==> config.mk <==
export PLATFORM = sky130hd
export DESIGN_NAME = gdts_top
export DESIGN_NICKNAME = d
export VERILOG_FILES = /design/src/include/gdts_pkg.sv /design/src/include/gdts_filt_if.sv /design/src/gdts_top.sv /design/src/gdts_deglitch.sv
export VERILOG_INCLUDE_DIRS = /design/src /design/src/include
export SDC_FILE = /design/constraint.sdc
export NUM_CORES = 1
export LEC_CHECK = 0
export ABC_AREA = 1
export ABC_CLOCK_PERIOD_IN_PS = 3540
export BUFFER_PORTS_ARGS = -buffer_cell sky130_fd_sc_hd__buf_4
export CORE_UTILIZATION = 50
export CTS_CLUSTER_DIAMETER = 80
export DETAILED_ROUTE_END_ITERATION = 10
export PLACE_DENSITY = 0.8
export SLEW_MARGIN = 20
export SYNTH_ARGS = -nofsm -noshare
export SYNTH_HDL_FRONTEND = slang
export SYNTH_SLANG_ARGS = --single-unit
==> constraint.sdc <==
create_clock -name clk_in -period 3.54 [get_ports clk_in]
set_input_delay 0.354 -clock clk_in [delete_from_list [all_inputs] [get_ports clk_in]]
set_output_delay 0.354 -clock clk_in [all_outputs]
set_load 0.01 [all_outputs]
==> src/include/gdts_map.svh <==
`ifndef GDTS_MAP_SVH
`define GDTS_MAP_SVH
// ****************************************
// Timing
// ****************************************
`define GDTS_CLK_MHZ            200
`define GDTS_IN_DEGLITCH_NS     20
`define GDTS_IN_DEGLITCH_CYC    ((`GDTS_IN_DEGLITCH_NS * `GDTS_CLK_MHZ + 999) / 1000)
`define GDTS_HANDOFF_EXTRA_NS   100
`define GDTS_HANDOFF_EXTRA_CYC  ((`GDTS_HANDOFF_EXTRA_NS * `GDTS_CLK_MHZ + 999) / 1000)
`define GDTS_OCP_DEG_HW_NS      4000
`define GDTS_OCP_DEG_HW_CYC     ((`GDTS_OCP_DEG_HW_NS * `GDTS_CLK_MHZ + 999) / 1000)
// ****************************************
// Configuration reset values and pin decode constants
// ****************************************
`define GDTS_RST_WINDOW_CYC     16'h0320
`define GDTS_RST_DEAD_CYC       16'h000A
`define GDTS_RST_OCP_DEG_CYC    16'h0320
`define GDTS_RST_CURRENT        4'hF
`define GDTS_RST_TRIP           4'h7
`define GDTS_TRIP_CODE_1V       4'hB
`define GDTS_PIN_LEVELS         7
`endif

==> src/include/gdts_pkg.sv <==
package gdts_pkg;
    typedef enum logic [2:0] {
        GDTS_ST_OFF,
        GDTS_ST_WAIT_OFF,
        GDTS_ST_EXTRA,
        GDTS_ST_DEAD,
        GDTS_ST_ON
    } gdts_state_t;
    typedef enum logic [1:0] {
        GDTS_CMD_OFF,
        GDTS_CMD_HS,
        GDTS_CMD_LS
    } gdts_cmd_t;
    typedef logic [15:0] gdts_count_t;
    typedef logic [3:0]  gdts_code_t;
endpackage : gdts_pkg

==> src/include/gdts_filt_if.sv <==
`timescale 1ns/1ps
`default_nettype none
interface gdts_filt_if #(
    parameter int WIDTH = 6
);
    logic [WIDTH-1:0] raw;
    logic [WIDTH-1:0] filt;
    modport filter (input raw, output filt);
    modport user   (output raw, input filt);
endinterface : gdts_filt_if
`default_nettype wire

==> src/gdts_top.sv <==
`timescale 1ns/1ps
`default_nettype none
`include "gdts_map.svh"
module gdts_top #(
    parameter int PHASES  = 3,
    parameter int OCP_DEG = `GDTS_OCP_DEG_HW_CYC
) (
    input  wire logic                      clk_in,
    input  wire logic                      rstn_in,
    input  wire logic [PHASES-1:0]         high_side_input_in,
    input  wire logic [PHASES-1:0]         low_side_input_in,
    input  wire logic [PHASES-1:0]         vgs_high_on_in,
    input  wire logic [PHASES-1:0]         vgs_low_on_in,
    input  wire logic [PHASES-1:0]         switch_node_high_in,
    input  wire logic [PHASES-1:0]         vds_high_trip_in,
    input  wire logic [PHASES-1:0]         vds_low_trip_pos_in,
    input  wire logic [PHASES-1:0]         vds_low_trip_neg_in,
    input  wire logic                      serial_variant_in,
    input  wire logic                      cfg_write_in,
    input  wire gdts_pkg::gdts_count_t     cfg_window_cycles_in,
    input  wire gdts_pkg::gdts_count_t     cfg_dead_cycles_in,
    input  wire gdts_pkg::gdts_count_t     cfg_ocp_deglitch_in,
    input  wire gdts_pkg::gdts_code_t      cfg_gate_current_in,
    input  wire gdts_pkg::gdts_code_t      cfg_trip_level_in,
    input  wire logic                      cfg_low_side_monitor_ref_select_in,
    input  wire logic                      cfg_cycle_by_cycle_in,
    input  wire logic                      cfg_ocp_shutdown_in,
    input  wire logic [5:0]                gate_current_pin_in,
    input  wire logic [5:0]                trip_level_pin_in,
    input  wire logic                      clear_faults_in,
    output logic [PHASES-1:0]              gate_high_out,
    output logic [PHASES-1:0]              gate_low_out,
    output logic [PHASES-1:0]              pulldown_high_out,
    output logic [PHASES-1:0]              pulldown_low_out,
    output logic [PHASES-1:0]              gate_hold_current_out,
    output gdts_pkg::gdts_code_t           gate_current_setting_out,
    output gdts_pkg::gdts_code_t           overcurrent_trip_level_out,
    output logic [PHASES-1:0]              gate_fault_out,
    output logic [PHASES-1:0]              overcurrent_fault_out,
    output logic                           fault_indication_out,
    output logic                           fault_indication_oe_n_out
);
    import gdts_pkg::*;

    // ****************************************
    // Helpers
    // ****************************************
    // Thermometer code from the pin comparators, 0 to 6
    function automatic logic [2:0] level7(input logic [5:0] therm);
        logic [2:0] lvl;
        lvl = 3'h0;
        for (int i = 0; i < `GDTS_PIN_LEVELS - 1; i++) begin
            if (therm[i]) begin
                lvl = 3'(i + 1);
            end
        end
        return lvl;
    endfunction : level7

    // Spread seven pin levels over the codes 0 to top
    function automatic gdts_code_t spread7(input logic [2:0] lvl, input gdts_code_t top);
        logic [7:0] prod;
        prod = 8'(lvl) * 8'(top);
        return gdts_code_t'(prod / 8'h06);
    endfunction : spread7

    // ****************************************
    // Configuration storage
    // ****************************************
    gdts_count_t window_cyc;
    gdts_count_t dead_cyc;
    gdts_count_t ocp_cyc;
    gdts_code_t  current_cfg;
    gdts_code_t  trip_cfg;
    logic        low_side_monitor_ref_select_neg;
    logic        cbc_mode;
    logic        ocp_shutdown;

    always_ff @(posedge clk_in) begin
        if (!rstn_in) begin
            window_cyc   <= `GDTS_RST_WINDOW_CYC;
            dead_cyc     <= `GDTS_RST_DEAD_CYC;
            ocp_cyc      <= `GDTS_RST_OCP_DEG_CYC;
            current_cfg  <= `GDTS_RST_CURRENT;
            trip_cfg     <= `GDTS_RST_TRIP;
            low_side_monitor_ref_select_neg   <= 1'b0;
            cbc_mode     <= 1'b1;
            ocp_shutdown <= 1'b1;
        end else if (cfg_write_in) begin
            window_cyc   <= cfg_window_cycles_in;
            dead_cyc     <= cfg_dead_cycles_in;
            ocp_cyc      <= cfg_ocp_deglitch_in;
            current_cfg  <= cfg_gate_current_in;
            trip_cfg     <= cfg_trip_level_in;
            low_side_monitor_ref_select_neg   <= cfg_low_side_monitor_ref_select_in;
            cbc_mode     <= cfg_cycle_by_cycle_in;
            ocp_shutdown <= cfg_ocp_shutdown_in;
        end
    end

    // ****************************************
    // Setting selection per variant
    // ****************************************
    gdts_count_t ocp_limit;
    assign ocp_limit = serial_variant_in ? ocp_cyc : gdts_count_t'(OCP_DEG);

    always_ff @(posedge clk_in) begin
        if (!rstn_in) begin
            gate_current_setting_out   <= `GDTS_RST_CURRENT;
            overcurrent_trip_level_out <= `GDTS_RST_TRIP;
        end else if (serial_variant_in) begin
            gate_current_setting_out   <= current_cfg;
            overcurrent_trip_level_out <= trip_cfg;
        end else begin
            gate_current_setting_out   <= spread7(level7(gate_current_pin_in), 4'hF);
            overcurrent_trip_level_out <= spread7(level7(trip_level_pin_in), `GDTS_TRIP_CODE_1V);
        end
    end

    // ****************************************
    // Input deglitch and delay
    // ****************************************
    gdts_filt_if #(.WIDTH(2 * PHASES)) in_if ();
    assign in_if.raw = {low_side_input_in, high_side_input_in};

    gdts_deglitch #(
        .WIDTH  (2 * PHASES),
        .CYCLES (`GDTS_IN_DEGLITCH_CYC)
    ) u_deglitch (
        .clk_in  (clk_in),
        .rstn_in (rstn_in),
        .port    (in_if)
    );

    // One extra stage lets the command settle before dead-time decisions
    logic [2*PHASES-1:0] in_dly;
    always_ff @(posedge clk_in) begin
        if (!rstn_in) begin
            in_dly <= '0;
        end else begin
            in_dly <= in_if.filt;
        end
    end

    // ****************************************
    // Per-phase sequencer
    // ****************************************
    for (genvar p = 0; p < PHASES; p++) begin : g_phase
        gdts_state_t state;
        gdts_cmd_t   cmd;
        gdts_cmd_t   cmd_q;
        gdts_count_t seq_cnt;
        gdts_count_t win_cnt;
        gdts_count_t ocp_cnt;
        logic        win_active;
        logic        sw_high;
        logic        sw_on;
        logic        hs_in_q;
        logic        ls_in_q;
        logic        pwm_rise;
        logic        vds_trip;
        logic        opp_off;
        logic        win_end;
        logic        vgs_ok;
        logic        oc_set;

        always_comb begin
            if (in_dly[p] && !in_dly[PHASES+p]) begin
                cmd = GDTS_CMD_HS;
            end else if (in_dly[PHASES+p] && !in_dly[p]) begin
                cmd = GDTS_CMD_LS;
            end else begin
                cmd = GDTS_CMD_OFF;
            end
        end

        // Opposite of the target reads off on its own monitor
        assign opp_off = (cmd_q == GDTS_CMD_HS) ? !vgs_low_on_in[p] : !vgs_high_on_in[p];

        always_ff @(posedge clk_in) begin
            if (!rstn_in) begin
                state   <= GDTS_ST_OFF;
                cmd_q   <= GDTS_CMD_OFF;
                seq_cnt <= '0;
            end else if (cmd != cmd_q || (ocp_shutdown && overcurrent_fault_out[p])) begin
                cmd_q   <= (ocp_shutdown && overcurrent_fault_out[p]) ? GDTS_CMD_OFF : cmd;
                state   <= (cmd == GDTS_CMD_OFF) ? GDTS_ST_OFF : GDTS_ST_WAIT_OFF;
                seq_cnt <= '0;
            end else begin
                case (state)
                    GDTS_ST_OFF: begin
                        seq_cnt <= '0;
                    end
                    GDTS_ST_WAIT_OFF: begin
                        if (opp_off) begin
                            seq_cnt <= '0;
                            if (cmd_q == GDTS_CMD_LS && switch_node_high_in[p]) begin
                                state <= GDTS_ST_EXTRA;
                            end else begin
                                state <= GDTS_ST_DEAD;
                            end
                        end
                    end
                    GDTS_ST_EXTRA: begin
                        // Held-up switch node needs the sense node discharged
                        if (seq_cnt >= gdts_count_t'(`GDTS_HANDOFF_EXTRA_CYC - 1)) begin
                            seq_cnt <= '0;
                            state   <= GDTS_ST_DEAD;
                        end else begin
                            seq_cnt <= seq_cnt + 1'b1;
                        end
                    end
                    GDTS_ST_DEAD: begin
                        if (seq_cnt >= dead_cyc) begin
                            state <= GDTS_ST_ON;
                        end else begin
                            seq_cnt <= seq_cnt + 1'b1;
                        end
                    end
                    GDTS_ST_ON: begin
                        seq_cnt <= '0;
                    end
                    default: begin
                        state <= GDTS_ST_OFF;
                    end
                endcase
            end
        end

        always_ff @(posedge clk_in) begin
            if (!rstn_in) begin
                gate_high_out[p] <= 1'b0;
                gate_low_out[p]  <= 1'b0;
            end else begin
                gate_high_out[p] <= (cmd == cmd_q) && state == GDTS_ST_ON && cmd_q == GDTS_CMD_HS;
                gate_low_out[p]  <= (cmd == cmd_q) && state == GDTS_ST_ON && cmd_q == GDTS_CMD_LS;
            end
        end

        // ****************************************
        // Drive window and gate watch
        // ****************************************
        assign win_end = win_active && (win_cnt >= window_cyc);
        assign vgs_ok  = sw_high ? (vgs_high_on_in[p] == sw_on) : (vgs_low_on_in[p] == sw_on);

        always_ff @(posedge clk_in) begin
            if (!rstn_in) begin
                win_active <= 1'b0;
                win_cnt    <= '0;
                sw_high    <= 1'b0;
                sw_on      <= 1'b0;
            end else if (cmd != cmd_q) begin
                // Command change restarts the window to watch the previously commanded gate turn off
                win_active <= 1'b1;
                win_cnt    <= '0;
                sw_high    <= (cmd_q == GDTS_CMD_HS);
                sw_on      <= 1'b0;
            end else if (state == GDTS_ST_DEAD && seq_cnt >= dead_cyc) begin
                win_active <= 1'b1;
                win_cnt    <= '0;
                sw_high    <= (cmd_q == GDTS_CMD_HS);
                sw_on      <= 1'b1;
            end else if (win_end) begin
                win_active <= 1'b0;
            end else if (win_active) begin
                win_cnt <= win_cnt + 1'b1;
            end
        end

        always_ff @(posedge clk_in) begin
            if (!rstn_in) begin
                pulldown_high_out[p]     <= 1'b0;
                pulldown_low_out[p]      <= 1'b0;
                gate_hold_current_out[p] <= 1'b1;
            end else begin
                pulldown_low_out[p]      <= win_active && !win_end && sw_high;
                pulldown_high_out[p]     <= win_active && !win_end && !sw_high;
                gate_hold_current_out[p] <= !win_active || win_end;
            end
        end

        always_ff @(posedge clk_in) begin
            if (!rstn_in) begin
                gate_fault_out[p] <= 1'b0;
            end else if (win_end && cmd == cmd_q && !vgs_ok) begin
                gate_fault_out[p] <= 1'b1;
            end else if (clear_faults_in) begin
                gate_fault_out[p] <= 1'b0;
            end
        end

        // ****************************************
        // Drain-source overcurrent
        // ****************************************
        always_comb begin
            vds_trip = 1'b0;
            if (gate_high_out[p]) begin
                vds_trip = vds_high_trip_in[p];
            end else if (gate_low_out[p]) begin
                vds_trip = (serial_variant_in && low_side_monitor_ref_select_neg) ? vds_low_trip_neg_in[p] : vds_low_trip_pos_in[p];
            end
        end

        always_ff @(posedge clk_in) begin
            if (!rstn_in) begin
                ocp_cnt <= '0;
            end else if (!vds_trip) begin
                ocp_cnt <= '0;
            end else if (ocp_cnt <= ocp_limit) begin
                ocp_cnt <= ocp_cnt + 1'b1;
            end
        end

        assign oc_set = vds_trip && (ocp_cnt >= ocp_limit);

        always_ff @(posedge clk_in) begin
            if (!rstn_in) begin
                hs_in_q <= 1'b0;
                ls_in_q <= 1'b0;
            end else begin
                hs_in_q <= in_dly[p];
                ls_in_q <= in_dly[PHASES+p];
            end
        end
        assign pwm_rise = (in_dly[p] && !hs_in_q) || (in_dly[PHASES+p] && !ls_in_q);

        // Set wins over either clear
        always_ff @(posedge clk_in) begin
            if (!rstn_in) begin
                overcurrent_fault_out[p] <= 1'b0;
            end else if (oc_set) begin
                overcurrent_fault_out[p] <= 1'b1;
            end else if (clear_faults_in || (cbc_mode && pwm_rise)) begin
                overcurrent_fault_out[p] <= 1'b0;
            end
        end
    end

    // ****************************************
    // Open-drain fault pin
    // ****************************************
    assign fault_indication_out      = 1'b0;
    assign fault_indication_oe_n_out = ~(|gate_fault_out || |overcurrent_fault_out);
endmodule : gdts_top
`default_nettype wire

==> src/gdts_deglitch.sv <==
`timescale 1ns/1ps
`default_nettype none
module gdts_deglitch #(
    parameter int WIDTH  = 6,
    parameter int CYCLES = 4
) (
    input  wire logic     clk_in,
    input  wire logic     rstn_in,
    gdts_filt_if.filter   port
);
    localparam int CW = $clog2(CYCLES + 1);
    for (genvar i = 0; i < WIDTH; i++) begin : g_bit
        logic          last;
        logic          state;
        logic [CW-1:0] cnt;
        // A change must hold this long before it is passed on
        always_ff @(posedge clk_in) begin
            if (!rstn_in) begin
                last  <= 1'b0;
                state <= 1'b0;
                cnt   <= '0;
            end else begin
                last <= port.raw[i];
                if (port.raw[i] != last || port.raw[i] == state) begin
                    cnt <= '0;
                end else if (cnt == CW'(CYCLES - 1)) begin
                    state <= port.raw[i];
                    cnt   <= '0;
                end else begin
                    cnt <= cnt + 1'b1;
                end
            end
        end
        assign port.filt[i] = state;
    end
endmodule : gdts_deglitch
`default_nettype wire

==> qor.csv <==
metric,value,unit
cts_inserted_buffers,36,
coreArea,0.0347,mm2
syn_area,0.0177,mm2
syn-instance-count,2509,
syn_avg_cell_area,7.06,um2
place.gp.congestion,0.968,
postCtsResizedCells,0,
grt_pass1_wl,77.5,mm
die-area,0.0362,mm2
grt_overflow,0,
power_density,399,mW/mm2
crit_type,in2reg,
relSlewSlack,0.371,
grt_setup_unrepaired,false,
finish.utilization,0.586,
finalSetupViolCount,0,
endpoint_kind,flip-flop,
maxCapViolCount,0,
cts_setup_buffers,0,
critPathBufInv,2,
cp.required,3.96,ns
syn_nets,2800,
setup_tns,0,ns
stdcell_count,3119,
io_pins,131,
maxSlewViolCount,0,
grt_pass1_vias,16600,
vias,17200,
min_period_over_period,0.836,
hp-class,in2reg,
wl_per_cell,15.2,um
antenna_found_initial,0,
path_clk_slew,0.06,ns
fin_crit,2.96,ns
ant_nets,0,
synth_edf_count,0,
syn2layout_area_growth,14.8,%
synthDistinctLibCells,54,
cts_sinks,298,
clockRootBuffer,clkbuf_16,
dr.pass1.iters,7,
slowest_delay,0.50,ns
cts_tree,done,
initial_core_util,0.510,
dieHeight,190,um
place_inst,3055,
tightest_slew,0.942,ns
drc_errors,0,
post-dp-hpwl,35.9,mm
hold_buffers,0,
arrival,3.38,ns
ys_seq_area_frac,0.337,
cp_top_family,adder cells,
die_x,190,um
clockBufferDepth,3,
irDropWorstVdd,0.413,mV
path_common_cell,nand2_1,
grt_use_total,0.259,
clk_latency,0.53,ns
final_cell_mix,"nand2_1, inv_1, dfxtp_1",
final_area,0.0203,mm2
synthArstFlopShare,0,
finalHoldViolCount,0,
viasPerCell,5.50,
drt_iter0_drc,1176,
fill_cells,3168,
final_common_cell,nand2_1,
ys_warn_count,0,
cp_cell_sequence,buf_4 -> nor2_1 -> o21ai_0 -> a21oi_1 -> fa_1 -> ha_1 -> fa_1 -> xor2_2 -> inv_1 -> o211ai_1 -> o311ai_1 -> a21oi_1 -> nand2_1 -> nand2_1 -> nand2_1 -> nand2_1 -> nand2_1,
skew,0.0193,ns
post-place-ws,0.0558,ns
grt_max_degree,69,
synth_flop_cell,dfxtp_1,
diodes,0,
fin_ws,0.580,ns
drive_gt1_frac,0.0867,
rows,68,
startpoint_type,input pin,
nets,2929,
placed_cell_area,0.0191,mm2
ys_seq_elements,298,
timing.fmax,338,MHz
cp_max_fo,6,
slowest_stage,fa_1,
leakage,0.00878,uW
r2r_slack,0.91,ns
routed_wl,47.6,mm
io_buffers,129,
status,"finished, final reports clean",
h-tree-depth,2,
## stage by stage
stage | power (uW) | hold slack, ns
final | 8110 | 0.0298
after detailed placement | 4440 | 0.413
after floorplan | 4130 | 0.393
after CTS | 8150 | 0.0183
after global routing | 8430 | 0.0346
after global placement | 4390 | 0.406
## worst min-delay path, stage by stage
cell and delay (ns):
buf_4 0.10, nand2_1 0.05, inv_1 0.04
## worst paths after layout
check / endpoint / start / cells past startpoint
worst max-delay path: gate_current_setting_out[1]$_SDFF_PN1_ / gate_current_pin_in[1] / 17
worst min register to register: u_deglitch.g_bit[4].cnt[0]$_SDFF_PP0_ / u_deglitch.g_bit[4].cnt[0]$_SDFF_PP0_ / 1
worst min-delay path: u_deglitch.g_bit[2].last$_SDFF_PN0_ / high_side_input_in[2] / 3
worst max register to register: g_phase[0].sw_high$_SDFFE_PN0P_ / dead_cyc[1]$_SDFFE_PN1P_ / 11
## Yosys cell counts, drive strengths merged, types with 3 or more instances
library cell	n	share of area
o21ai	139	0.039
a211oi	6	0.0025
clkbuf	36	0.0082
or2	4	0.0014
o22ai	6	0.0021
inv	309	0.065
xnor2	32	0.016
xor2	49	0.025
o211ai	14	0.0059
ha	187	0.13
o21a	6	0.0025
and3	5	0.0018
o31ai	7	0.0030
nor4	17	0.0064
nand4	52	0.018
nor2	248	0.053
nor3	96	0.028
fa	4	0.0045
a21oi	270	0.077
buf	23	0.0071
nand3b	5	0.0021
nand3	108	0.031
o221ai	3	0.0015
a31oi	4	0.0014
dfxtp	298	0.34
nand2	560	0.12
## kinds of logic (layout without fill, tap and decap cells)
| logic type | Yosys count | in the layout | synth area share |
|---|---|---|---|
| buffers and inverters | 370 | 525 | 0.0812 |
| other | 1 | 1 | 0.000212 |
| and+or+nand+nor | 1100 | 1100 | 0.263 |
| adders and majority gates | 191 | 191 | 0.137 |
| xor gates and xnor gates | 81 | 81 | 0.0405 |
| AOI/OAI and AO/OA | 467 | 467 | 0.141 |
| muxes | 1 | 1 | 0.000565 |
| DFF | 298 | 298 | 0.337 |
## metal layers
| layer | global-route usage | vias up | part of all wire |
|---|---|---|---|
| li1 | - | 8565 | - |
| met4 | 0.0985 | 0 | 0.035 |
| met3 | 0.0343 | 109 | 0.057 |
| met2 | 0.446 | 513 | 0.47 |
| met1 | 0.328 | 7976 | 0.44 |
| met5 | 0 | - | 0 |
## flip-flops by register name, indices dropped and copies added, names as in the netlist, 6 cells and up
register                flops
g_phase.win_cnt            48
g_phase.seq_cnt            48
u_deglitch.g_bit.last       6
ocp_cyc                    16
dead_cyc                   16
g_phase.ocp_cnt            48
g_phase.cmd_q               6
g_phase.state               9
window_cyc                 16
in_dly                      6
u_deglitch.g_bit.cnt       18
u_deglitch.g_bit.state      6
## power breakdown
| group | total [uW] | switching, uW | internal [uW] | leakage, uW |
|---|---|---|---|---|
| clock network | 3730 | 1480 | 2250 | 0.000585 |
| registers | 3470 | 39.9 | 3430 | 0.00242 |
| logic | 907 | 567 | 340 | 0.00577 |
## cell type report
cell class                      instances  area, um2  share of cell area
Multi-Input combinational cell       1841      10300               0.507
Tap cell                              455        569              0.0280
Timing Repair Buffer                  150       1130              0.0554
Clock inverter                         16        220              0.0108
Inverter                              311       1170              0.0575
Clock buffer                           48        976              0.0480
Sequential cell                       298       5970               0.293
Note: power is estimated with default switching activity, not from simulation.
